--- src/hdl/mbp_pkg.sv ---
// Package with register map, field positions, reset values and timing counts of the monitor self-test control block.
package mbp_pkg;

    // ****************************************
    // Sizes
    // ****************************************
    localparam int NUM_MON = 6;
    localparam int NUM_REG = 4;
    localparam int VOUT_W = 12;
    localparam int SLEW_W = 8;
    localparam int ADDR_W = 8;
    localparam int RCNT_W = 4;

    // ****************************************
    // Timing
    // ****************************************
    localparam int CLK_HZ = 10_000_000;
    localparam int US_PER_TICK = 1;
    localparam logic [3:0] CYC_PER_US = 4'(CLK_HZ / 1_000_000 * US_PER_TICK);
    localparam logic [RCNT_W-1:0] RECOVERY_LIMIT = 4'h3;

    // ****************************************
    // Register byte offsets
    // ****************************************
    localparam logic [ADDR_W-1:0] OFS_CTRL = 8'h00;
    localparam logic [ADDR_W-1:0] OFS_MON_EN = 8'h04;
    localparam logic [ADDR_W-1:0] OFS_OV_MASK = 8'h08;
    localparam logic [ADDR_W-1:0] OFS_UV_MASK = 8'h0C;
    localparam logic [ADDR_W-1:0] OFS_PG_SRC = 8'h10;
    localparam logic [ADDR_W-1:0] OFS_GROUP = 8'h14;
    localparam logic [ADDR_W-1:0] OFS_INT_STAT = 8'h18;
    localparam logic [ADDR_W-1:0] OFS_INT_MASK = 8'h1C;
    localparam logic [ADDR_W-1:0] OFS_STATUS = 8'h20;
    localparam logic [ADDR_W-1:0] OFS_RAMP0 = 8'h24;

    // ****************************************
    // Field positions
    // ****************************************
    localparam int CTRL_START_BIT = 0;
    localparam int CTRL_PGPIN_LSB = 4;
    localparam int RAMP_SLEW_LSB = 16;
    localparam int INT_PASS = 0;
    localparam int INT_FAIL = 1;
    localparam int INT_OV = 2;
    localparam int INT_UV = 3;
    localparam int INT_SC = 4;
    localparam int INT_W = 5;
    localparam int STAT_RCNT_LSB = 8;
    localparam int STAT_SUPP_LSB = 16;

    // ****************************************
    // Reset and default values
    // ****************************************
    localparam logic [NUM_MON-1:0] MON_EN_DEFAULT = 6'h00;
    localparam logic [NUM_MON-1:0] PG_SRC_DEFAULT = 6'h00;
    localparam logic [NUM_MON-1:0] GROUP_DEFAULT = 6'h00;
    localparam logic [1:0] PGPIN_DEFAULT = 2'h0;
    localparam logic [VOUT_W-1:0] VOUT_DEFAULT = 12'h384;
    localparam logic [SLEW_W-1:0] SLEW_DEFAULT = 8'h0A;

    // ****************************************
    // Power-good pin choice
    // ****************************************
    localparam logic [1:0] PGPIN_NONE = 2'h0;
    localparam logic [1:0] PGPIN_GPIO1 = 2'h1;
    localparam logic [1:0] PGPIN_GPIO6 = 2'h2;
    localparam logic [1:0] PGPIN_GPIO9 = 2'h3;

    // ****************************************
    // Sequencer states
    // ****************************************
    typedef enum logic [4:0] {
        MBP_IDLE = 5'h01,
        MBP_SELFTEST = 5'h02,
        MBP_RECOVER = 5'h04,
        MBP_STARTUP = 5'h08,
        MBP_LOCKED = 5'h10
    } mbp_state_t;

endpackage

--- src/hdl/mbp_ctrl.sv ---
// Control logic for monitor self-test, interrupt masking, comparator gating and power-good forcing.
module mbp_ctrl
    import mbp_pkg::*;
(
    // Clock and reset
    input wire logic clk_in,
    input wire logic rst_b_in,
    // Avalon-MM slave
    input wire logic [ADDR_W-1:0] avs_address_in,
    input wire logic avs_read_in,
    input wire logic avs_write_in,
    input wire logic [31:0] avs_writedata_in,
    output logic [31:0] avs_readdata_out,
    output logic avs_waitrequest_out,
    // Analog comparators and self-test engine
    input wire logic [NUM_MON-1:0] ov_in,
    input wire logic [NUM_MON-1:0] uv_in,
    input wire logic [NUM_MON-1:0] sc_in,
    input wire logic [NUM_MON-1:0] analog_selftest_done_in,
    input wire logic runtime_selftest_done_in,
    input wire logic runtime_selftest_fail_in,
    output logic [NUM_MON-1:0] analog_selftest_out,
    output logic runtime_selftest_out,
    output logic [NUM_MON-1:0] mon_enable_out,
    output logic [NUM_MON-1:0] uv_sc_gate_out,
    // Power state machine
    input wire logic [NUM_MON-1:0] sm_mon_enable_in,
    output logic [1:0] pfsm_trigger_out,
    output logic safe_recovery_out,
    // Power-good and interrupt
    output logic power_good_out,
    output logic [2:0] gpio_power_good_out,
    output logic irq_out
);

    // ****************************************
    // Input synchronisers
    // ****************************************
    localparam int SYN_W = 4 * NUM_MON + 2;
    logic [SYN_W-1:0] syn_a;
    logic [SYN_W-1:0] syn_b;
    logic [NUM_MON-1:0] ov_s;
    logic [NUM_MON-1:0] uv_s;
    logic [NUM_MON-1:0] sc_s;
    logic [NUM_MON-1:0] ast_done_s;
    logic rt_done_s;
    logic rt_fail_s;

    always_ff @(posedge clk_in or negedge rst_b_in) begin
        if (!rst_b_in) begin
            syn_a <= '0;
            syn_b <= '0;
        end else begin
            syn_a <= {ov_in, uv_in, sc_in, analog_selftest_done_in, runtime_selftest_done_in, runtime_selftest_fail_in};
            syn_b <= syn_a;
        end
    end

    assign {ov_s, uv_s, sc_s, ast_done_s, rt_done_s, rt_fail_s} = syn_b;

    // ****************************************
    // Bus handshake
    // ****************************************
    // Every access answers in the second cycle; waitrequest comes from a flop so the master never sees a glitch.
    logic bus_req;
    logic bus_wr;
    logic bus_rd;

    assign bus_req = avs_read_in | avs_write_in;
    assign bus_wr = avs_write_in & ~avs_waitrequest_out;
    assign bus_rd = avs_read_in & ~avs_waitrequest_out;

    always_ff @(posedge clk_in or negedge rst_b_in) begin
        if (!rst_b_in) begin
            avs_waitrequest_out <= 1'b1;
        end else begin
            avs_waitrequest_out <= ~(bus_req & avs_waitrequest_out);
        end
    end

    function automatic logic hit(input logic [ADDR_W-1:0] ofs);
        hit = bus_wr && (avs_address_in == ofs);
    endfunction

    // ****************************************
    // Registers and state
    // ****************************************
    mbp_state_t state;
    logic [NUM_MON-1:0] mon_en;
    logic [NUM_MON-1:0] ov_mask;
    logic [NUM_MON-1:0] uv_mask;
    logic [NUM_MON-1:0] pg_src;
    logic [NUM_MON-1:0] group_sel;
    logic [1:0] pg_pin;
    logic [INT_W-1:0] int_stat;
    logic [INT_W-1:0] int_mask;
    logic [RCNT_W-1:0] rec_cnt;
    logic [NUM_MON-1:0] sm_en_d;
    logic [NUM_MON-1:0] sm_pending;
    logic [VOUT_W-1:0] vout [NUM_MON];
    logic [SLEW_W-1:0] slew [NUM_MON];
    logic [NUM_MON-1:0] supp_busy;
    logic [NUM_MON-1:0] sm_rise;
    logic [NUM_MON-1:0] sw_rise;
    logic [NUM_MON-1:0] next_mon_en;
    logic start_req;
    logic rt_pass;
    logic rt_fail;
    logic reload;

    assign start_req = hit(OFS_CTRL) && avs_writedata_in[CTRL_START_BIT] && (state == MBP_IDLE);
    assign rt_pass = (state == MBP_SELFTEST) && rt_done_s && !rt_fail_s;
    assign rt_fail = (state == MBP_SELFTEST) && rt_done_s && rt_fail_s;
    assign reload = (state == MBP_STARTUP);
    assign sm_rise = sm_mon_enable_in & ~sm_en_d;
    assign next_mon_en = hit(OFS_MON_EN) ? avs_writedata_in[NUM_MON-1:0] : mon_en;
    assign sw_rise = next_mon_en & ~mon_en;

    // ****************************************
    // Self-test sequencer
    // ****************************************
    always_ff @(posedge clk_in or negedge rst_b_in) begin
        if (!rst_b_in) begin
            state <= MBP_IDLE;
            rec_cnt <= '0;
        end else begin
            case (state)
                MBP_IDLE: begin
                    if (start_req) begin
                        state <= MBP_SELFTEST;
                    end
                end
                MBP_SELFTEST: begin
                    if (rt_fail) begin
                        state <= MBP_RECOVER;
                    end else if (rt_pass) begin
                        state <= MBP_IDLE;
                    end
                end
                MBP_RECOVER: begin
                    if (rec_cnt < RECOVERY_LIMIT) begin
                        rec_cnt <= rec_cnt + 4'h1;
                        state <= MBP_STARTUP;
                    end else begin
                        state <= MBP_LOCKED;
                    end
                end
                MBP_STARTUP: begin
                    state <= MBP_IDLE;
                end
                MBP_LOCKED: begin
                    state <= MBP_LOCKED;
                end
                default: begin
                    state <= MBP_IDLE;
                end
            endcase
        end
    end

    // ****************************************
    // Monitor configuration
    // ****************************************
    always_ff @(posedge clk_in or negedge rst_b_in) begin
        if (!rst_b_in) begin
            mon_en <= MON_EN_DEFAULT;
            ov_mask <= '0;
            uv_mask <= '0;
            pg_src <= PG_SRC_DEFAULT;
            group_sel <= GROUP_DEFAULT;
            pg_pin <= PGPIN_DEFAULT;
            sm_en_d <= '0;
            sm_pending <= '0;
        end else if (reload) begin
            mon_en <= MON_EN_DEFAULT;
            ov_mask <= '0;
            uv_mask <= '0;
            pg_src <= PG_SRC_DEFAULT;
            group_sel <= GROUP_DEFAULT;
            pg_pin <= PGPIN_DEFAULT;
            sm_en_d <= sm_mon_enable_in;
            sm_pending <= '0;
        end else begin
            sm_en_d <= sm_mon_enable_in;
            // A state-machine enable masks first; the unmask waits for the analog self-test to finish.
            ov_mask <= (hit(OFS_OV_MASK) ? avs_writedata_in[NUM_MON-1:0] : ov_mask & ~(sm_pending & ast_done_s))
                | sm_rise;
            uv_mask <= (hit(OFS_UV_MASK) ? avs_writedata_in[NUM_MON-1:0] : uv_mask & ~(sm_pending & ast_done_s))
                | sm_rise;
            sm_pending <= (sm_pending & ~ast_done_s) | sm_rise;
            mon_en <= next_mon_en | sm_rise;
            if (hit(OFS_PG_SRC)) begin
                pg_src <= avs_writedata_in[NUM_MON-1:0];
            end
            if (hit(OFS_GROUP)) begin
                group_sel <= avs_writedata_in[NUM_MON-1:0];
            end
            if (hit(OFS_CTRL)) begin
                pg_pin <= avs_writedata_in[CTRL_PGPIN_LSB +: 2];
            end
        end
    end

    // ****************************************
    // Ramp settings and gating timers
    // ****************************************
    for (genvar i = 0; i < NUM_MON; i++) begin : g_mon
        always_ff @(posedge clk_in or negedge rst_b_in) begin
            if (!rst_b_in) begin
                vout[i] <= VOUT_DEFAULT;
                slew[i] <= SLEW_DEFAULT;
            end else if (reload) begin
                vout[i] <= VOUT_DEFAULT;
                slew[i] <= SLEW_DEFAULT;
            end else if (hit(OFS_RAMP0 + 8'(4 * i))) begin
                vout[i] <= avs_writedata_in[VOUT_W-1:0];
                slew[i] <= avs_writedata_in[RAMP_SLEW_LSB +: SLEW_W];
            end
        end

        mbp_ramp_timer u_ramp (
            .clk_in(clk_in),
            .rst_b_in(rst_b_in),
            .start_in(rt_pass),
            .vout_in(vout[i]),
            .slew_in(slew[i]),
            .busy_out(supp_busy[i])
        );
    end

    // ****************************************
    // Analog self-test requests
    // ****************************************
    always_ff @(posedge clk_in or negedge rst_b_in) begin
        if (!rst_b_in) begin
            analog_selftest_out <= '0;
            mon_enable_out <= '0;
        end else if (reload) begin
            analog_selftest_out <= '0;
            mon_enable_out <= MON_EN_DEFAULT;
        end else begin
            analog_selftest_out <= (analog_selftest_out & ~ast_done_s) | sw_rise | sm_rise;
            mon_enable_out <= next_mon_en | sm_rise;
        end
    end

    // ****************************************
    // Runtime self-test and comparator gating
    // ****************************************
    always_ff @(posedge clk_in or negedge rst_b_in) begin
        if (!rst_b_in) begin
            runtime_selftest_out <= 1'b0;
            safe_recovery_out <= 1'b0;
            uv_sc_gate_out <= '0;
        end else begin
            runtime_selftest_out <= (state == MBP_SELFTEST) ? !rt_done_s : start_req;
            safe_recovery_out <= rt_fail || (state == MBP_RECOVER) || (state == MBP_LOCKED);
            uv_sc_gate_out <= rt_pass ? mon_en : (uv_sc_gate_out & supp_busy);
        end
    end

    // ****************************************
    // Monitor events and triggers
    // ****************************************
    logic [NUM_MON-1:0] ov_evt;
    logic [NUM_MON-1:0] uv_evt;
    logic [NUM_MON-1:0] sc_evt;
    logic [NUM_MON-1:0] any_evt;
    logic [INT_W-1:0] evt;

    assign ov_evt = ov_s & mon_en & ~ov_mask;
    assign uv_evt = uv_s & mon_en & ~uv_mask & ~uv_sc_gate_out;
    assign sc_evt = sc_s & mon_en & ~uv_sc_gate_out;
    assign any_evt = ov_evt | uv_evt;
    assign evt = {|sc_evt, |uv_evt, |ov_evt, rt_fail, rt_pass};

    always_ff @(posedge clk_in or negedge rst_b_in) begin
        if (!rst_b_in) begin
            pfsm_trigger_out <= 2'h0;
        end else begin
            pfsm_trigger_out <= {|(any_evt & group_sel), |(any_evt & ~group_sel)};
        end
    end

    // ****************************************
    // Interrupt status and mask
    // ****************************************
    // A new event in the cycle of its write-one-to-clear keeps the bit set.
    always_ff @(posedge clk_in or negedge rst_b_in) begin
        if (!rst_b_in) begin
            int_stat <= '0;
            int_mask <= '0;
            irq_out <= 1'b0;
        end else begin
            int_stat <= (int_stat & ~(hit(OFS_INT_STAT) ? avs_writedata_in[INT_W-1:0] : '0)) | evt;
            if (hit(OFS_INT_MASK)) begin
                int_mask <= avs_writedata_in[INT_W-1:0];
            end
            irq_out <= |(int_stat & int_mask);
        end
    end

    // ****************************************
    // Power-good generation and pin routing
    // ****************************************
    logic pg_force;
    logic pg_level;

    assign pg_force = ((state == MBP_SELFTEST) || (|supp_busy) || rt_pass) && (|pg_src);
    assign pg_level = !pg_force && !(|(pg_src & (ov_s | uv_s)));

    always_ff @(posedge clk_in or negedge rst_b_in) begin
        if (!rst_b_in) begin
            power_good_out <= 1'b0;
            gpio_power_good_out <= 3'h0;
        end else begin
            power_good_out <= pg_level;
            gpio_power_good_out <= {pg_pin == PGPIN_GPIO9, pg_pin == PGPIN_GPIO6, pg_pin == PGPIN_GPIO1}
                & {3{pg_level}};
        end
    end

    // ****************************************
    // Read data
    // ****************************************
    logic [31:0] rdata;

    always_comb begin
        rdata = 32'h0000_0000;
        case (avs_address_in)
            OFS_CTRL: rdata[CTRL_PGPIN_LSB +: 2] = pg_pin;
            OFS_MON_EN: rdata[NUM_MON-1:0] = mon_en;
            OFS_OV_MASK: rdata[NUM_MON-1:0] = ov_mask;
            OFS_UV_MASK: rdata[NUM_MON-1:0] = uv_mask;
            OFS_PG_SRC: rdata[NUM_MON-1:0] = pg_src;
            OFS_GROUP: rdata[NUM_MON-1:0] = group_sel;
            OFS_INT_STAT: rdata[INT_W-1:0] = int_stat;
            OFS_INT_MASK: rdata[INT_W-1:0] = int_mask;
            OFS_STATUS: rdata = {10'h000, supp_busy, 4'h0, rec_cnt, 3'h0, state};
            default: begin
                for (int k = 0; k < NUM_MON; k++) begin
                    if (avs_address_in == OFS_RAMP0 + 8'(4 * k)) begin
                        rdata = {8'h00, slew[k], 4'h0, vout[k]};
                    end
                end
            end
        endcase
    end

    always_ff @(posedge clk_in or negedge rst_b_in) begin
        if (!rst_b_in) begin
            avs_readdata_out <= 32'h0000_0000;
        end else if (bus_req && avs_waitrequest_out) begin
            avs_readdata_out <= rdata;
        end
    end

endmodule // mbp_ctrl

--- src/hdl/mbp_ramp_timer.sv ---
// Ramp timer that stays busy for programmed output level over programmed slew rate.
module mbp_ramp_timer
    import mbp_pkg::*;
(
    // Clock and reset
    input wire logic clk_in,
    input wire logic rst_b_in,
    // Control
    input wire logic start_in,
    input wire logic [VOUT_W-1:0] vout_in,
    input wire logic [SLEW_W-1:0] slew_in,
    // Status
    output logic busy_out
);

    // ****************************************
    // Microsecond accumulation
    // ****************************************
    // Adding the slew each microsecond avoids a divider; a zero slew counts as one so the timer always ends.
    logic [3:0] us_cnt;
    logic [VOUT_W:0] acc;
    logic [VOUT_W:0] next_acc;
    logic [SLEW_W-1:0] slew_eff;

    always_comb begin
        slew_eff = (slew_in == '0) ? 8'h01 : slew_in;
        next_acc = acc + {5'h00, slew_eff};
    end

    always_ff @(posedge clk_in or negedge rst_b_in) begin
        if (!rst_b_in) begin
            us_cnt <= 4'h0;
            acc <= '0;
            busy_out <= 1'b0;
        end else if (start_in) begin
            us_cnt <= 4'h0;
            acc <= '0;
            busy_out <= 1'b1;
        end else if (busy_out) begin
            if (us_cnt == CYC_PER_US - 4'h1) begin
                us_cnt <= 4'h0;
                acc <= next_acc;
                if (next_acc >= {1'b0, vout_in}) begin
                    busy_out <= 1'b0;
                end
            end else begin
                us_cnt <= us_cnt + 4'h1;
            end
        end
    end

endmodule // mbp_ramp_timer
--- config.mk ---
export PLATFORM = sky130hd
export DESIGN_NAME = mbp_ctrl
export DESIGN_NICKNAME = d
export VERILOG_FILES = /design/src/hdl/mbp_pkg.sv /design/src/hdl/mbp_ctrl.sv /design/src/hdl/mbp_ramp_timer.sv
export SDC_FILE = /design/constraint.sdc
export NUM_CORES = 1
export LEC_CHECK = 0
export BUFFER_PORTS_ARGS = -buffer_cell sky130_fd_sc_hd__buf_4
export CAP_MARGIN = 25
export CORE_ASPECT_RATIO = 0.75
export CORE_MARGIN = 4
export CORE_UTILIZATION = 51
export DETAILED_ROUTE_END_ITERATION = 8
export PLACE_DENSITY = 0.72
export SETUP_SLACK_MARGIN = 0.02
export SKIP_CTS_REPAIR_TIMING = 1
export SLEW_MARGIN = 20
export SYNTH_ARGS = -nofsm -noshare
export SYNTH_HDL_FRONTEND = slang
export SYNTH_SLANG_ARGS = --single-unit
--- constraint.sdc ---
create_clock -name clk_in -period 3.8 [get_ports clk_in]
set_clock_uncertainty 0.05 [all_clocks]
set_input_delay 0.19 -clock clk_in [delete_from_list [all_inputs] [get_ports clk_in]]
set_output_delay 0.19 -clock clk_in [all_outputs]
set_load 0.005 [all_outputs]
Word-level counts from Yosys, hierarchy flattened
Cells that the tools add are included.
Widths: inputs -> output; s select.
{"block": "word_totals", "ramBits": 0, "out_inout_bits": 60, "rom_bits": 0, "n_memories": 0, "latchBits": 0, "in_bits": 76, "reg_bits": 397, "word_cells": 347}
{"block": "op_classes", "n_addsub": 13, "shifts": 0, "reduce_logical": 77, "n_div": 0, "eq_ne": 30, "mux": 122, "mul": 0, "bitwise": 44, "order_cmp": 7}
{"op": "$mux 13", "n": 18}
{"op": "$mux 32", "n": 5}
{"op": "$mux 12", "n": 12}
{"op": "$mux 8", "n": 18}
{"op": "$and 6x6->6", "n": 18}
{"op": "$add 13x8->13", "n": 6}
{"op": "$ge 13x12->1", "n": 6}
{"op": "$mux 6", "n": 13}
{"op": "$mux 4", "n": 18}
{"op": "$eq 8x6->1 const B", "n": 7}
{"op": "$logic_not 8->1", "n": 7}
{"op": "$pmux 26 s2", "n": 1}
{"op": "$not 6->6", "n": 8}
{"op": "$or 6x6->6", "n": 8}
{"op": "$reduce_or 6->1", "n": 8}
{"op": "$reduce_bool 2->1", "n": 21}
{"op": "$pmux 4 s9", "n": 1}
{"op": "$eq 8x5->1 const B", "n": 4}
{"op": "$add 4x1->4 const B", "n": 7}
{"op": "$mux 1", "n": 25}
{"op": "$mux 5", "n": 5}
{"op": "$eq 4x4->1 const B", "n": 6}
{"op": "$mux 24", "n": 1}
{"op": "$logic_and 1x1->1", "n": 22}
{"op": "29 further kinds", "n": 48}

Longest topological paths before layout
{"block": "depth", "word_depth": 8, "mapped_depth": 16}

Hierarchy
From an unflattened synthesis, not the netlist that was laid out.
{"block": "unflattened", "hier_cells": 2475, "hier_area_um2": 22113.7}
{"module": "mbp_ctrl", "instances": 1, "seq_area_each_um2": 6979.2, "cells_per_inst": 1331, "area_each_um2": 12477.0}
{"module": "mbp_ramp_timer (g_mon[2].u_ramp ...)", "instances": 4, "seq_area_each_um2": 450.4, "cells_per_inst": 192, "area_each_um2": 1592.8}
{"module": "mbp_ramp_timer (g_mon[0].u_ramp ...)", "instances": 2, "seq_area_each_um2": 450.4, "cells_per_inst": 188, "area_each_um2": 1632.8}

Worst setup path before layout
OpenSTA, ideal clock, no wires.
{"block": "synth_path", "path_type": "register to register", "startpoint": "register slew[9] (netlist bit)", "endpoint": "register g_mon[4].u_ramp.busy_out", "arrival_ps": 3520, "stages_incl_launch_ff": 15, "required_time_ps": 3655, "setup_time_ps": 95, "setup_slack_ps": 135, "cell_sequence": "dfstp_2 -> nor3_1 -> a21o_1 -> ha_1 -> fa_1 -> a211oi_1 -> nor2_1 -> o21ai_1 -> nor2_1 -> xor2_1 -> ha_1 -> a211o_1 -> a2111oi_0 -> nor2_1 -> o31ai_1"}
{"block": "synth_via", "elab_chain_cells": 8}
{"element": "start, declared", "line": "mbp_ctrl.sv:101", "text": "logic [SLEW_W-1:0] slew [NUM_MON];"}
{"element": "start signal, assigned by index", "line": "mbp_ctrl.sv:217", "text": "slew[i] <= avs_writedata_in[RAMP_SLEW_LSB +: SLEW_W];"}
{"element": "$logic_not 8->1", "line": "mbp_ramp_timer.sv:26", "text": "slew_eff = (slew_in == '0) ? 8'h01 : slew_in;"}
{"element": "$mux 8 *", "line": "mbp_ramp_timer.sv:26"}
{"element": "$add 13x8->13 *", "line": "mbp_ramp_timer.sv:27", "text": "next_acc = acc + {5'h00, slew_eff};"}
{"element": "$ge 13x12->1 *", "line": "mbp_ramp_timer.sv:43", "text": "if (next_acc >= {1'b0, vout_in}) begin"}
{"element": "$mux 1 *", "line": "mbp_ramp_timer.sv:43"}
{"element": "$mux 1 *", "line": "mbp_ramp_timer.sv:40", "text": "if (us_cnt == CYC_PER_US - 4'h1) begin"}
{"element": "$mux 1 *", "line": "mbp_ramp_timer.sv:39", "text": "end else if (busy_out) begin"}
{"element": "$mux 1 *", "line": "mbp_ramp_timer.sv:35", "text": "end else if (start_in) begin"}
{"element": "end signal, assigned", "line": "mbp_ramp_timer.sv:34", "text": "busy_out <= 1'b0;"}
{"element": "end signal, assigned", "line": "mbp_ramp_timer.sv:38", "text": "busy_out <= 1'b1;"}
{"element": "end signal, assigned", "line": "mbp_ramp_timer.sv:44", "text": "busy_out <= 1'b0;"}
{"element": "end, declared", "line": "mbp_ramp_timer.sv:13", "text": "output logic busy_out"}
Every way passes the cells marked *; elsewhere a longest branch is shown, timed or not.
A chain may end at the register's enable or synchronous reset.

Worst setup path in the final report
{"block": "layout_path", "startpoint": "register slew[20] (netlist bit)", "endpoint": "register g_mon[3].u_ramp.busy_out"}
{"block": "layout_via", "elab_chain_cells": 8}
{"element": "$logic_not 8->1", "line": "mbp_ramp_timer.sv:26"}
{"element": "$mux 8 *", "line": "mbp_ramp_timer.sv:26"}
{"element": "$add 13x8->13 *", "line": "mbp_ramp_timer.sv:27"}
{"element": "$ge 13x12->1 *", "line": "mbp_ramp_timer.sv:43"}
{"element": "$mux 1 *", "line": "mbp_ramp_timer.sv:43"}
{"element": "$mux 1 *", "line": "mbp_ramp_timer.sv:40"}
{"element": "$mux 1 *", "line": "mbp_ramp_timer.sv:39"}
{"element": "$mux 1 *", "line": "mbp_ramp_timer.sv:35"}
{"element": "end signal, assigned", "line": "mbp_ramp_timer.sv:34"}
{"element": "end signal, assigned", "line": "mbp_ramp_timer.sv:38"}
{"element": "end signal, assigned", "line": "mbp_ramp_timer.sv:44"}
{"element": "end, declared", "line": "mbp_ramp_timer.sv:13"}
Marks and branches as above.

==> flow_summary_export.csv <==
group,metric,value,unit
cells_and_area,layout-drive-gt1-share,13.16,%
critical_path,crit_type,"reg2reg",
grt,track_usage,29.49,%
grt,antenna_found_initial,1,
timing,final-hold-violation-count,0,
power,p_leak,11.14,nW
cts,htreeDepth,2,
timing,period_needed,3684,ps
synthesis,synth_area_leaders,"dfrtp_1, nand2_1, ha_1",
critical_path,reg2reg_to,"g_mon[3].u_ramp.busy_out",
critical_path,setup.worst_path.start,"slew[20]",
job,cap_violations,0,
place,hpwl,48.81,mm
synthesis,netlist.area_leader.share,40.47,%
power,total_power,0.01189,W
place,gp_congestion,0.9782,
critical_path,cp.arrival,4110,ps
synthesis,synth_common_cells,"nand2_1, dfrtp_1, a21oi_1, nor2_1, ha_1",
timing,fin_crit_sh,96.94,%
cells_and_area,fin_nets,2726,
timing,timing.slew.headroom,30.72,%
synthesis,synth_most_common_cell,"nand2_1",
place,place_worst_setup_slack,73.37,ps
timing,worst_pin_slew,1038,ps
die,die-area,45450,um2
power,p_int,0.008177,W
drt,firstDrtPassIters,9,
worst_hold_path,worstHoldPathCells,3,
critical_path,worst_path_max_delay_cell,"dfrtp_1",
cells_and_area,n_antenna_cell,0,
synthesis,avgSynthCellArea,8.914,um2
drt,drc,0,
die,initial_core_util,52.13,%
cts,numCtsBuffers,39,
die,die_h,185.6,um
place,io_buffer_count,111,
grt,grt_pass1_wl,105.1,mm
critical_path,rrSetupSlack,120,ps
timing,max_freq,271.5,MHz
power,irDropWorstVdd,0.0003909,V
cells_and_area,fillers,3494,
drt,drt_iter0_markers,2300,
timing,drv_slew,0,
cts,clk_pin_slew,70,ps
power,pwr-share-clk,35.4,%
cts,cts_buffer_depth,3,
worst_hold_path,hp-start,"avs_read_in",
worst_hold_path,hold_end,"avs_waitrequest_out",
power,p_sw_share,31.25,%
cts,root_buffer,"clkbuf_16",
cts,numClockSinks,385,
timing,holdWs,26.24,ps
die,core_area,41160,um2
synthesis,async_flop_share,100.0,%
die,fp.dieW,244.8,um
status,status,"finished clean",
synthesis,ys_ff_latch,385,
critical_path,cp-end-kind,"register",
worst_hold_path,hold_class,"in2reg",
synthesis,synth_enable_flop_cells,0,
grt,grt_max_degree,108,
critical_path,reg2regPathDepth,16,
drt,vias_per_cell,6.110,
drt,vias,19030,
critical_path,cp_max_fo,4,
synthesis,syn_inst,2407,
grt,grt_pass1_vias,18100,
synthesis,synthFlopType,"dfrtp_1",
power,seqPwrFrac,41.1,%
timing,final.setup.worst_slack,116.5,ps
drt,antenna_left,0,
power,powerDensity,478.8,nW/um2
synthesis,synth_area,21460,um2
timing,rsz0062_at_grt,"true",
die,io_pins,136,
power,p_comb_share,23.5,%
synthesis,yosysTopAreaCell,"dfrtp_1",
synthesis,synth_warnings,0,
critical_path,cpLargestDelayFamily,"compound AO/OA/AOI/OAI gates",
cells_and_area,fin_util,60.35,%
critical_path,slowest_delay,420,ps
power,p_sw,0.003717,W
critical_path,crit_chain,"nor4_2, a21o_1, ha_1, fa_2, a211o_1, a21oi_1, o21a_1, or2_2, nor2_1, xor2_1, ha_1, o21a_1, o21ai_2, o2111ai_1, a221o_1, o21ai_1",
synthesis,synth_seq_area_share,45.12,%
cts,clk_latency,560,ps
critical_path,critPathBufInv,0,
die,rows,64,
critical_path,reg2reg_from,"slew[20]",
timing,setup_viol,0,
drt,drt-total-wl,68.66,mm
drt,wire_per_inst,22.04,um
cells_and_area,syn_to_final_growth,15.76,%
grt,grt_remaining_overflow,0,
synthesis,yosys.cell_types.count,80,
critical_path,start_kind,"register",
critical_path,crit_required,4230,ps
cts,cts_tree,"done",
## power by group through the flow
stage                     logic, W  registers [W]  clock network, W
final                      0.00279        0.00489           0.00421
after global routing       0.00315        0.00494           0.00443
after CTS                  0.00267        0.00488           0.00426
after detailed placement   0.00265        0.00495                 0
after global placement     0.00252        0.00492                 0
after floorplan            0.00191        0.00482                 0
## state kept, by name (all words and copies together), names as in the netlist, 6 cells and up
name / cells
sm_pending: 6
syn_a: 26
vout: 72
uv_mask: 6
slew: 48
g_mon.u_ramp.us_cnt: 24
g_mon.u_ramp.acc: 78
avs_readdata_out: 20
sm_en_d: 6
pg_src: 6
analog_selftest_out: 6
uv_sc_gate_out: 6
ov_mask: 6
g_mon.u_ramp.busy_out: 6
group_sel: 6
mon_enable_out: 6
syn_b: 26
## worst max-delay path by stage
stage	cells past startpoint	end
after global routing	14	g_mon[3].u_ramp.busy_out
after detailed placement	15	g_mon[1].u_ramp.busy_out
after CTS	16	g_mon[3].u_ramp.busy_out
after floorplan	14	g_mon[4].u_ramp.busy_out
final	16	g_mon[3].u_ramp.busy_out
after global placement	14	g_mon[4].u_ramp.busy_out
## worst min-delay path: stages
cell and delay (ps):
buf_4 80, o21ai_2 40, buf_4 250
## routing by layer
layer / vias up / track usage, % / routed length, um / part of all wire [%]
li1: 8599 / - / - / -
met3: 175 / 7.244 / 8002 / 12
met1: 9223 / 43.40 / 28760 / 42
met5: - / 0 / 11 / 0.016
met4: 2 / 9.877 / 2311 / 3.4
met2: 1034 / 42.89 / 29580 / 43
## cell type report
cell class / instances / area [um2] / share of cell area, %
clock inverters: 19 / 270.3 / 1.088
multi-input cells: 1783 / 10860 / 43.74
well taps: 561 / 701.9 / 2.826
repair buffers: 218 / 1841 / 7.410
flip-flops and latches: 385 / 9682 / 38.98
inverters: 96 / 360.3 / 1.451
clock buffers: 53 / 1120 / 4.508
## through the flow
| step | TNS [ps] | instance area, um2 | cells |
|---|---|---|---|
| floorplan | 0 | 21500 | 2418 |
| global placement | 0 | 22790 | 2983 |
| detailed placement | 0 | 22790 | 2983 |
| CTS | 0 | 24180 | 3055 |
| global route | -84.31 | 24840 | 3115 |
| finish | 0 | 24840 | 3115 |
## cell families (layout without fill, tap and decap cells)
kind of cell	count (synthesis)	after routing	synth area share (%)
AND/OR/NAND/NOR	943	943	20.57
AO/OA/AOI/OAI	596	596	17.14
flip-flops	385	385	45.12
buffers and inverters	250	386	4.840
adder cells (fa/ha/maj)	127	127	7.616
XOR/XNOR	85	85	3.470
multiplexers	20	20	1.225
other	1	12	0.01748
## cells in the final DEF (no fill, tap or decap), types with 16 or more instances in the layout
cell type,count
xnor2_1,43
or3_1,16
a22oi_1,20
o21ai_0,94
a21o_1,27
a21oi_1,238
dlygate4sd3_1,53
inv_1,96
buf_4,157
o21ai_1,18
nor2b_1,31
a211oi_1,19
nor3_1,38
dfrtp_1,347
a31oi_1,32
o211ai_1,30
nand3b_1,18
clkbuf_16,40
nand3_1,101
o21a_1,18
nor4_1,17
nand2_1,462
ha_1,120
nor2_1,131
nand2b_1,44
nor3b_1,19
dfstp_2,38
xor2_1,42
No activity file was read; power rests on OpenSTA's default activity.
